--- src/verilog/sensor_scan_pkg.sv ---
package sensor_scan_pkg;

    // ---------------------------------------------------------------
    // Sizes
    // ---------------------------------------------------------------
    localparam int NUM_INPUTS = 12;
    localparam int LANES      = 4;
    localparam int SCAN_CH    = 5;
    localparam int DATA_W     = 24;
    localparam int TIMER_W    = 26;

    // ---------------------------------------------------------------
    // Input indices: A, B, C1..C5, D1..D5
    // ---------------------------------------------------------------
    localparam logic [3:0] IDX_A    = 4'h0;
    localparam logic [3:0] IDX_B    = 4'h1;
    localparam logic [3:0] IDX_C1   = 4'h2;
    localparam logic [3:0] IDX_D1   = 4'h7;
    localparam logic [3:0] IDX_LAST = 4'hb;

    localparam int LANE_A = 0;
    localparam int LANE_B = 1;
    localparam int LANE_C = 2;
    localparam int LANE_D = 3;

    // ---------------------------------------------------------------
    // Ranges
    // ---------------------------------------------------------------
    localparam logic [3:0] RANGE_LOW       = 4'h0;
    localparam logic [3:0] RANGE_DIODE_TOP = 4'h1;
    localparam logic [3:0] RANGE_PTC_TOP   = 4'h6;
    localparam logic [3:0] RANGE_NTC_TOP   = 4'h8;
    localparam logic [3:0] RANGE_STEP      = 4'h1;
    localparam logic [3:0] EXC_NTC_BASE    = 4'h1;

    // ---------------------------------------------------------------
    // Timing
    // ---------------------------------------------------------------
    localparam int SLOT_TIME_MS     = 100;
    localparam int CLK_FREQ_HZ      = 100_000_000;
    localparam int MS_PER_S         = 1000;
    localparam int SLOT_CYCLES_DFLT = SLOT_TIME_MS * (CLK_FREQ_HZ / MS_PER_S);
    localparam int LONG_SLOT_FACTOR = 2;

    // ---------------------------------------------------------------
    // Types
    // ---------------------------------------------------------------
    typedef enum logic [1:0] {
        type_disabled,
        type_diode,
        positive_coefficient_resistor,
        negative_coefficient_resistor
    } sensor_type_t;

    typedef enum logic [3:0] {
        exc_off,
        exc_1ma,
        exc_300ua,
        exc_100ua,
        exc_30ua,
        exc_10ua,
        exc_3ua,
        exc_1ua,
        exc_300na,
        exc_100na
    } exc_t;

    typedef enum logic [2:0] {
        input_type_command,
        diode_current_command,
        range_command,
        autorange_command,
        reversal_command
    } cmd_op_t;

    typedef struct packed {
        sensor_type_t stype;
        logic         diode_high_current;
        logic [3:0]   range;
        logic         autorange;
        logic         reversal;
    } input_cfg_t;

    typedef struct packed {
        logic       valid;
        logic [3:0] idx;
        cmd_op_t    op;
        logic [3:0] value;
    } cmd_t;

    typedef struct packed {
        logic       start;
        logic [3:0] input_idx;
        exc_t       exc;
        logic [3:0] range;
        logic       negative;
    } meas_req_t;

    typedef struct packed {
        logic                     done;
        logic                     over;
        logic                     under;
        logic signed [DATA_W-1:0] data;
    } adc_res_t;

    typedef struct packed {
        logic                     valid;
        logic [3:0]               input_idx;
        logic signed [DATA_W-1:0] value;
    } rdg_t;

    typedef struct packed {
        logic                     busy;
        logic [TIMER_W-1:0]       timer;
        logic                     negative;
        logic                     have_pos;
        logic signed [DATA_W-1:0] pos_value;
    } lane_t;

    typedef struct packed {
        input_cfg_t [NUM_INPUTS-1:0] cfg;
        lane_t      [LANES-1:0]      lane;
        meas_req_t  [LANES-1:0]      meas;
        rdg_t       [LANES-1:0]      rdg;
    } ctrl_state_t;

    typedef struct packed {
        logic [2:0] current;
    } seq_state_t;

endpackage : sensor_scan_pkg

--- src/verilog/scan_sequencer.sv ---
`timescale 1ns/10ps
module scan_sequencer
    import sensor_scan_pkg::*;
#(
    parameter int CHANNELS = SCAN_CH
) (
    input  wire logic                clk,
    input  wire logic                nrst,
    input  wire logic                ce,
    input  wire logic [CHANNELS-1:0] enable,
    input  wire logic                advance,
    output logic [2:0]               current,
    output logic [2:0]               enabled_count
);

    // ---------------------------------------------------------------
    // Checks
    // ---------------------------------------------------------------
    if (CHANNELS < 1 || CHANNELS > SCAN_CH) begin : g_bad_channels
        $error("scan_sequencer: CHANNELS must be 1 to 5");
    end

    // ---------------------------------------------------------------
    // Channel order
    // ---------------------------------------------------------------
    function automatic logic [2:0] next_channel(input logic [CHANNELS-1:0] en,
                                                input logic [2:0]          cur);
        logic [2:0] first;
        logic [2:0] after;
        logic       found_first;
        logic       found_after;
        first       = 3'h0;
        after       = 3'h0;
        found_first = 1'b0;
        found_after = 1'b0;
        for (int i = 0; i < CHANNELS; i++) begin
            if (en[i] && !found_first) begin
                first       = 3'(i);
                found_first = 1'b1;
            end
            if (en[i] && !found_after && 3'(i) > cur) begin
                after       = 3'(i);
                found_after = 1'b1;
            end
        end
        return found_after ? after : first;
    endfunction : next_channel

    seq_state_t st;
    seq_state_t next_st;

    always_comb begin
        next_st = st;
        // A channel that was switched off under us is left at once
        if (advance || !enable[st.current]) begin
            next_st.current = next_channel(enable, st.current);
        end
    end

    always_comb begin
        enabled_count = 3'h0;
        for (int i = 0; i < CHANNELS; i++) begin
            enabled_count = enabled_count + 3'(enable[i]);
        end
    end

    always_ff @(posedge clk or negedge nrst) begin
        if (!nrst) begin
            st <= '0;
        end else if (ce) begin
            st <= next_st;
        end
    end

    assign current = st.current;

endmodule : scan_sequencer

--- src/verilog/sensor_input_scan_controller.sv ---
// Function
// - Setting type diode forces diode current to 10 uA; 1 mA only by later command.
// - Diode offers low 2.5 V and high 10 V range; low is default.
// - Positive-coefficient resistor always gets 1 mA on every range.
// - Negative-coefficient resistor current follows range, 1 mA at 10 ohm to 100 nA.
// - Autorange on negative-coefficient input keeps sensor voltage below 10 mV.
// - Manual range applies only with autorange off; otherwise range is automatic.
// - Setting either resistor type turns autorange on.
// - No autorange on diode inputs; diode range is explicit.
// - With reversal on, excitation polarity flips on alternate readings.
// - With reversal on, report half the difference of positive and negative reading; on shared C and D lanes the code pairs readings of successive channels.
// - Setting either resistor type turns reversal on; it may be turned off later.
// - Inputs C and D each scan up to five channels.
// - Every scanner channel keeps its own sensor type.
// - C and D sequencers run independently, timed by their own channels.
// - Each slot is 100 ms; N enabled channels update once per N slots.
// - Top negative-coefficient range takes 200 ms with other channels or reversal.
// - Types disabled/diode/resistors; diode default on A, B, C1, D1, else disabled.
`timescale 1ns/10ps
module sensor_input_scan_controller
    import sensor_scan_pkg::*;
#(
    parameter int SLOT_CYCLES = SLOT_CYCLES_DFLT
) (
    input  wire logic                         clk,
    input  wire logic                         nrst,
    input  wire logic                         ce,
    input  wire cmd_t                         cmd,
    input  wire adc_res_t   [LANES-1:0]       adc,
    output meas_req_t       [LANES-1:0]       meas,
    output rdg_t            [LANES-1:0]       rdg,
    output input_cfg_t      [NUM_INPUTS-1:0]  cfg_status
);

    // ---------------------------------------------------------------
    // Checks
    // ---------------------------------------------------------------
    // Long slot must fit the timer
    if (SLOT_CYCLES < 1 || SLOT_CYCLES * LONG_SLOT_FACTOR >= (1 << TIMER_W)) begin : g_bad_slot
        $error("sensor_input_scan_controller: SLOT_CYCLES out of timer range");
    end

    // Loads are one short: the timer stops at zero
    localparam logic [TIMER_W-1:0] SLOT_LAST = TIMER_W'(SLOT_CYCLES - 1);
    localparam logic [TIMER_W-1:0] LONG_LAST = TIMER_W'(SLOT_CYCLES * LONG_SLOT_FACTOR - 1);

    // ---------------------------------------------------------------
    // Reset state
    // ---------------------------------------------------------------
    function automatic ctrl_state_t reset_state();
        ctrl_state_t s;
        s = '0;
        for (int i = 0; i < NUM_INPUTS; i++) begin
            s.cfg[i].stype = type_disabled;
            s.cfg[i].range = RANGE_LOW;
        end

        s.cfg[IDX_A].stype  = type_diode;
        s.cfg[IDX_B].stype  = type_diode;
        s.cfg[IDX_C1].stype = type_diode;
        s.cfg[IDX_D1].stype = type_diode;

        for (int l = 0; l < LANES; l++) begin
            s.meas[l].exc = exc_off;
        end
        return s;
    endfunction : reset_state

    localparam ctrl_state_t RESET_STATE = reset_state();

    // ---------------------------------------------------------------
    // Excitation and range limits
    // ---------------------------------------------------------------
    function automatic exc_t excitation(input input_cfg_t c);
        exc_t e;
        case (c.stype)
            type_diode:                    e = c.diode_high_current ? exc_1ma : exc_10ua;
            positive_coefficient_resistor: e = exc_1ma;
            negative_coefficient_resistor: e = exc_t'(c.range + EXC_NTC_BASE);
            default:                       e = exc_off;
        endcase
        return e;
    endfunction : excitation

    function automatic logic [3:0] range_top(input sensor_type_t t);
        logic [3:0] r;
        case (t)
            type_diode:                    r = RANGE_DIODE_TOP;
            positive_coefficient_resistor: r = RANGE_PTC_TOP;
            negative_coefficient_resistor: r = RANGE_NTC_TOP;
            default:                       r = RANGE_LOW;
        endcase
        return r;
    endfunction : range_top

    function automatic logic is_resistor(input sensor_type_t t);
        return t == positive_coefficient_resistor || t == negative_coefficient_resistor;
    endfunction : is_resistor

    // ---------------------------------------------------------------
    // Scan sequencers for C and D
    // ---------------------------------------------------------------
    ctrl_state_t             st;
    ctrl_state_t             next_st;

    logic [SCAN_CH-1:0]      scan_en    [2];
    logic [2:0]              scan_cur   [2];
    logic [2:0]              scan_cnt   [2];
    logic [LANES-1:0]        advance;
    logic [3:0]              lane_in    [LANES];
    logic [LANES-1:0]        lane_shared;

    for (genvar s = 0; s < 2; s++) begin : g_scan
        localparam logic [3:0] BASE = (s == 0) ? IDX_C1 : IDX_D1;
        for (genvar c = 0; c < SCAN_CH; c++) begin : g_en
            assign scan_en[s][c] = st.cfg[BASE + 4'(c)].stype != type_disabled;
        end

        scan_sequencer #(
            .CHANNELS (SCAN_CH)
        ) u_seq (
            .clk           (clk),
            .nrst          (nrst),
            .ce            (ce),
            .enable        (scan_en[s]),
            .advance       (advance[LANE_C + s]),
            .current       (scan_cur[s]),
            .enabled_count (scan_cnt[s])
        );
    end

    always_comb begin
        lane_in[LANE_A]     = IDX_A;
        lane_in[LANE_B]     = IDX_B;
        lane_in[LANE_C]     = IDX_C1 + 4'(scan_cur[0]);
        lane_in[LANE_D]     = IDX_D1 + 4'(scan_cur[1]);

        lane_shared[LANE_A] = 1'b0;
        lane_shared[LANE_B] = 1'b0;
        lane_shared[LANE_C] = scan_cnt[0] > 3'h1;
        lane_shared[LANE_D] = scan_cnt[1] > 3'h1;

        for (int l = 0; l < LANES; l++) begin
            advance[l] = st.lane[l].busy && st.lane[l].timer == '0;
        end
    end

    // ---------------------------------------------------------------
    // Next state
    // ---------------------------------------------------------------
    always_comb begin
        input_cfg_t               c;
        logic [3:0]               cin;
        logic                     long_slot;
        logic                     stepped;
        logic signed [DATA_W:0]   diff;
        c         = '0;
        cin       = '0;
        long_slot = 1'b0;
        stepped   = 1'b0;
        diff      = '0;

        next_st   = st;

        // Configuration commands
        if (cmd.valid && cmd.idx <= IDX_LAST) begin
            c = st.cfg[cmd.idx];
            case (cmd.op)
                input_type_command: begin
                    c.stype = sensor_type_t'(cmd.value[1:0]);
                    if (c.stype == type_diode) begin
                        c.diode_high_current = 1'b0;
                        c.autorange          = 1'b0;
                        c.range              = RANGE_LOW;
                    end else if (is_resistor(c.stype)) begin
                        c.autorange = 1'b1;
                        c.reversal  = 1'b1;
                        c.range     = RANGE_LOW;
                    end
                end

                diode_current_command: begin
                    if (c.stype == type_diode) begin
                        c.diode_high_current = cmd.value[0];
                    end
                end

                range_command: begin
                    // Ignored while autoranging, and out-of-table codes are dropped
                    if (!c.autorange && cmd.value <= range_top(c.stype)) begin
                        c.range = cmd.value;
                    end
                end

                autorange_command: begin
                    c.autorange = cmd.value[0] && is_resistor(c.stype);
                end

                reversal_command: begin
                    c.reversal = cmd.value[0] && is_resistor(c.stype);
                end

                default: begin
                end
            endcase
            next_st.cfg[cmd.idx] = c;

            // A reconfigured input restarts its pair, unless a positive reading on its lane completes in the same cycle
            for (int l = 0; l < LANES; l++) begin
                if (lane_in[l] == cmd.idx) begin
                    next_st.lane[l].have_pos = 1'b0;
                    next_st.lane[l].negative = 1'b0;
                end
            end
        end

        // Measurement lanes
        for (int l = 0; l < LANES; l++) begin
            next_st.meas[l].start = 1'b0;
            next_st.rdg[l].valid  = 1'b0;

            cin = lane_in[l];
            c   = next_st.cfg[cin];

            if (!st.lane[l].busy) begin
                if (c.stype != type_disabled) begin
                    // Fixed for the whole slot
                    long_slot = c.stype == negative_coefficient_resistor
                             && c.range == RANGE_NTC_TOP
                             && (lane_shared[l] || c.reversal);
                    next_st.lane[l].busy     = 1'b1;
                    next_st.lane[l].timer    = long_slot ? LONG_LAST : SLOT_LAST;

                    next_st.meas[l].start     = 1'b1;
                    next_st.meas[l].input_idx = cin;
                    next_st.meas[l].exc       = excitation(c);
                    next_st.meas[l].range     = c.range;
                    next_st.meas[l].negative  = c.reversal && next_st.lane[l].negative;
                end
            end else begin
                if (adc[l].done) begin
                    stepped = 1'b0;

                    if (c.autorange && is_resistor(c.stype)) begin
                        // Over flags the sensor voltage at the 10 mV ceiling
                        if (adc[l].over && c.range < range_top(c.stype)) begin
                            c.range = c.range + RANGE_STEP;
                            stepped = 1'b1;
                        end else if (adc[l].under && c.range > RANGE_LOW) begin
                            c.range = c.range - RANGE_STEP;
                            stepped = 1'b1;
                        end
                    end

                    if (stepped) begin
                        // The reading was taken on the old range, so it is not reported
                        next_st.cfg[cin]         = c;
                        next_st.lane[l].have_pos = 1'b0;
                        next_st.lane[l].negative = 1'b0;
                    end else if (c.reversal) begin
                        if (!st.meas[l].negative) begin
                            next_st.lane[l].pos_value = adc[l].data;
                            next_st.lane[l].have_pos  = 1'b1;
                        end else if (next_st.lane[l].have_pos) begin
                            diff = {next_st.lane[l].pos_value[DATA_W-1],
                                    next_st.lane[l].pos_value}
                                 - {adc[l].data[DATA_W-1], adc[l].data};
                            next_st.rdg[l].valid     = 1'b1;
                            next_st.rdg[l].input_idx = cin;
                            next_st.rdg[l].value     = diff[DATA_W:1];
                            next_st.lane[l].have_pos = 1'b0;
                        end

                        next_st.lane[l].negative = !st.meas[l].negative;
                    end else begin
                        next_st.rdg[l].valid     = 1'b1;
                        next_st.rdg[l].input_idx = cin;
                        next_st.rdg[l].value     = adc[l].data;
                        next_st.lane[l].negative = 1'b0;
                    end
                end

                // Timer zero ends the slot
                if (advance[l]) begin
                    next_st.lane[l].busy = 1'b0;
                end else begin
                    next_st.lane[l].timer = st.lane[l].timer - TIMER_W'(1);
                end
            end
        end
    end

    // ---------------------------------------------------------------
    // State register
    // ---------------------------------------------------------------
    always_ff @(posedge clk or negedge nrst) begin
        if (!nrst) begin
            st <= RESET_STATE;
        end else if (ce) begin
            st <= next_st;
        end
    end

    // Registered outputs
    assign meas       = st.meas;
    assign rdg        = st.rdg;
    assign cfg_status = st.cfg;

endmodule : sensor_input_scan_controller

--- config.mk ---
export PLATFORM = sky130hd
export DESIGN_NAME = sensor_input_scan_controller
export DESIGN_NICKNAME = d
export VERILOG_FILES = /design/src/verilog/sensor_scan_pkg.sv /design/src/verilog/scan_sequencer.sv /design/src/verilog/sensor_input_scan_controller.sv
export SDC_FILE = /design/constraint.sdc
export NUM_CORES = 2
export LEC_CHECK = 0
export BUFFER_PORTS_ARGS = -buffer_cell sky130_fd_sc_hd__buf_2
export CELL_PAD_IN_SITES_DETAIL_PLACEMENT = 1
export CELL_PAD_IN_SITES_GLOBAL_PLACEMENT = 2
export CORE_UTILIZATION = 36
export DETAILED_ROUTE_END_ITERATION = 10
export GPL_TIMING_DRIVEN = 1
export PLACE_DENSITY_LB_ADDON = 0.3
export SYNTH_ARGS = -nofsm -noshare
export SYNTH_HDL_FRONTEND = slang
export SYNTH_SLANG_ARGS = --single-unit
export TNS_END_PERCENT = 50
--- constraint.sdc ---
create_clock -name clk -period 14.5 [get_ports clk]
set_input_delay 1.45 -clock clk [delete_from_list [all_inputs] [get_ports clk]]
set_output_delay 1.45 -clock clk [all_outputs]
set_load 0.01 [all_outputs]
==> summary.md <==
## Synth
* 33.4% — register area share after synthesis
* 122 — synth unique cells
* 0 — number of flops mapped to enable cells by yosys
* 0.0363 sq mm — Netlist Area Pre-Place
* sky130_fd_sc_hd__dfrtp_1 — Primary FF master, synth
* 100% — fraction of registers with async set or reset after synthesis
* 4,395 — Mapped Cells
* 8.25 sq um — mean cell area of the mapped netlist
* 484 — count of state elements after synthesis
* 33.1% — share of the synthesized area in the top cell type
* 0 — warning count from the yosys run
* sky130_fd_sc_hd__dfrtp_1 (33%), sky130_fd_sc_hd__buf_4 (6.0%), sky130_fd_sc_hd__o21ai_0 (5.0%) — top cells by area, synth
* sky130_fd_sc_hd__dfrtp_1 — cell taking the most area after synthesis

## Cells and area
* 16.7% — share of post-route cells with drive strength above 1
* 39.7% — post-layout util
* 4,704 — nets@finish
* 9.51% — area growth from synthesis to final layout
* 12,000 — Fill cells

## STA
* 0 — Finish-stage setup viols
* 0 — Slew Limit Fails
* 1.47 ns — Slew @ Worst Pin
* 1.17% — Worst slew margin
* 13.67 ns — minimum clock period
* 0.0731 GHz — fmax
* 0 ns — Sum Neg Setup Slack
* false — unrepaired setup endpoints after global routing
* 0 — Hold Violations, Final
* 94.3% — fraction of the cycle the final worst path needs
* 0.0283 ns — Clock Skew

## GRT
* 0 — residual overflow from global routing
* 86 — largest net degree at the start of global routing
* 30.7% — GRT Overall Usage
* 10 — initial antenna violation count
* 236,000 um — wire length of the first global-routing pass
* 34,700 — vias in the first global route

## Flow run
* 1 — max_cap viols

## Floorplan
* 319 um — Die Span X
* 116 — row cnt
* 319 um — height of the die
* 36.3% — starting density of the core
* 0.100 sq mm — area of the core
* 0.102 sq mm — overall die area
* 403 — I/O pin cnt

## Detailed routing
* 0 — count of unresolved DRC violations after routing
* 5.99 — drt via density
* 160,000 um — Total Routed Length
* 5 — number of detailed-route iterations in the first pass
* 2,993 — Detailed Route Iter0 Violations
* 0 — ANT nets after route
* 27.7 um — Routed WL per cell
* 34,700 — total number of vias

## Power
* 246 mW/mm^2 — power density cells
* 0.143 mV — worst vdd rail ir drop
* 17.7 nW — Leakage

## Clocking
* 2 — # H-tree levels
* 484 — number of clock sinks
* 3 — maximum clock path buffer count
* 60 — clock buffers created by TritonCTS
* sky130_fd_sc_hd__clkbuf_16 — Clk Tree Root Cell
* 0.06 ns — clock slew at the register clock pins of the worst setup and hold paths
* 0.68 ns — insertion delay of the later-clocked pin in the worst-skew pair
* built — clock tree from TritonCTS

## Placement
* 1.02 — routability congestion estimate from global placement
* 388 — IO Port Bufs
* 120,000 um — placed wire-length estimate after detailed placement

## Critical path
* 1.42 ns — flop2flop setup slack
* 6 — worst path buffer plus inverter count
* sky130_fd_sc_hd__ha_1 — Most common cell on crit path
* 14.23 ns — arrival time of data at the critical path endpoint
* sky130_fd_sc_hd__o211ai_1 — crit path max-delay cell type
* 1.03 ns — longest individual stage delay on the worst path
* 15.06 ns — data required time of the worst path
* input port — Worst Setup Start Kind
* flip-flop — Worst setup EP type
* compound AO/OA/AOI/OAI gates — cell type group with the largest total delay on the critical path
* input port to flip-flop — Worst Path Class, Setup
* 27 — Max Fanout on Critical Path

## Run status
* capacitance limit — violated checks
* finished with violations — outcome

## Worst hold path
* flip-flop to flip-flop — type of the worst min-delay path

[where the power goes]
| part | switching, mW | internal [mW] |
|---|---|---|
| combinational | 3.75 | 1.91 |
| sequential | 0.601 | 1.90 |
| clock | 0.662 | 0.943 |
| total | 5.02 | 4.76 |
[layout make-up]
cell class              count  area [sq um]  share of cell area [%]
clock buffers              89          1790                    4.51
well taps                1298          1620                    4.09
diodes                      1          2.50                 0.00630
flip-flops and latches    484         12100                    30.5
clock inverters            24           294                   0.740
multi-input cells        3149         20200                    50.9
inverters                 253           953                    2.40
repair buffers            493          2740                    6.90
[synth_stat cells, drive strengths merged, types with 29 or more instances]
library cell,count
a21o,64
o211ai,52
nor4,30
dfrtp,480
mux2,46
o221ai,47
nor2b,31
clkbuf,186
ha,132
or3,54
mux2i,83
and3,31
nor3,115
xnor2,57
nand2,471
a211oi,45
nand3,134
inv,252
o21ai,415
xor2,43
buf,336
a21boi,33
a2bb2oi,31
o22ai,29
a22oi,52
a21oi,264
a31oi,46
nor2,381
o21a,33
[state kept, by name (all words and copies together), names as in the netlist]
| register | cells |
|---|---|
| st | 212 |
| meas | 49 |
| g_scan.u_seq.current | 6 |
| rdg | 109 |
| cfg_status | 108 |
[cells in the final DEF, fill, tap and decap left out, drive strengths merged, types with 54 or more instances in the layout]
cell type  netlist  final
buf            336    493
dfrtp          480    480
nand2          471    471
o21ai          415    415
nor2           381    381
a21oi          264    264
inv            252    253
nand3          134    134
ha             132    132
nor3           115    115
clkbuf         186     89
mux2i           83     83
a21o            64     64
xnor2           57     57
or3             54     54
[worst reg2reg max path, delay by kind of cell (launching register included)]
family / cells / cell delay (ns)
AOI/OAI and AO/OA: 20 / 6.77
and+or+nand+nor: 13 / 3.53
adders and majority gates: 4 / 1.03
buffers and inverters: 5 / 0.73
DFF: 1 / 0.71
muxes: 1 / 0.23
[metal layers]
| layer | routed length [um] | global-route usage [%] | up-vias | part of all wire (%) |
|---|---|---|---|---|
| li1 | - | - | 15600 | - |
| met1 | 68200 | 40.2 | 17400 | 43 |
| met3 | 13100 | 7.48 | 359 | 8.2 |
| met2 | 71000 | 47.8 | 1351 | 44 |
| met4 | 7810 | 13.8 | 16 | 4.9 |
| met5 | 98 | 0 | - | 0.061 |
[cell families after synthesis]
| family | Yosys count | share of synthesized area, % |
|---|---|---|
| AND/OR/NAND/NOR | 1402 | 18.0 |
| AO/OA/AOI/OAI | 1342 | 24.8 |
| buffers and inverters | 775 | 11.3 |
| flip-flops | 484 | 33.4 |
| multiplexers | 151 | 5.09 |
| adder cells (fa/ha/maj) | 140 | 4.99 |
| XOR/XNOR | 100 | 2.41 |
| other | 1 | 0.0103 |
[stage by stage]
step | cell area, sq um | power, mW | std cells | worst slack (ns) | hold WS, ns
after global placement | 37600 | 7.96 | 5675 | 0.542 | 0.447
after CTS | 39700 | 9.69 | 5788 | 0.914 | 0.462
after floorplan | 36300 | 6.14 | 4408 | 2.15 | 0.436
after global routing | 39700 | 10.3 | 5790 | 0.197 | 0.486
final | 39700 | 9.77 | 5791 | 0.827 | 0.459
after detailed placement | 37600 | 8.03 | 5675 | 0.267 | 0.448
[what timing repair did]
item	4_1_cts	5_1_grt
hold buffers	0	0
setup endpoints to repair	0	5
resized for setup	0	1
setup buffers	0	2
endpoints found under the hold margin	0	0
[final timing paths]
kind / from / to / depth (start not counted)
worst max-delay path: cmd[10] / cfg_status[44]$_DFFE_PN0P_ / 44
worst min-delay path: rdg[53]$_DFFE_PN0P_ / rdg[53]$_DFFE_PN0P_ / 1
worst max register to register: cfg_status[89]$_DFFE_PN0P_ / cfg_status[44]$_DFFE_PN0P_ / 43
worst min register to register: rdg[53]$_DFFE_PN0P_ / rdg[53]$_DFFE_PN0P_ / 1
max in group asynchronous: nrst / st[285]$_DFFE_PN0P_ / 4
min in group asynchronous: nrst / st[255]$_DFFE_PN0P_ / 1
Note: power is estimated with default switching activity, not from simulation.
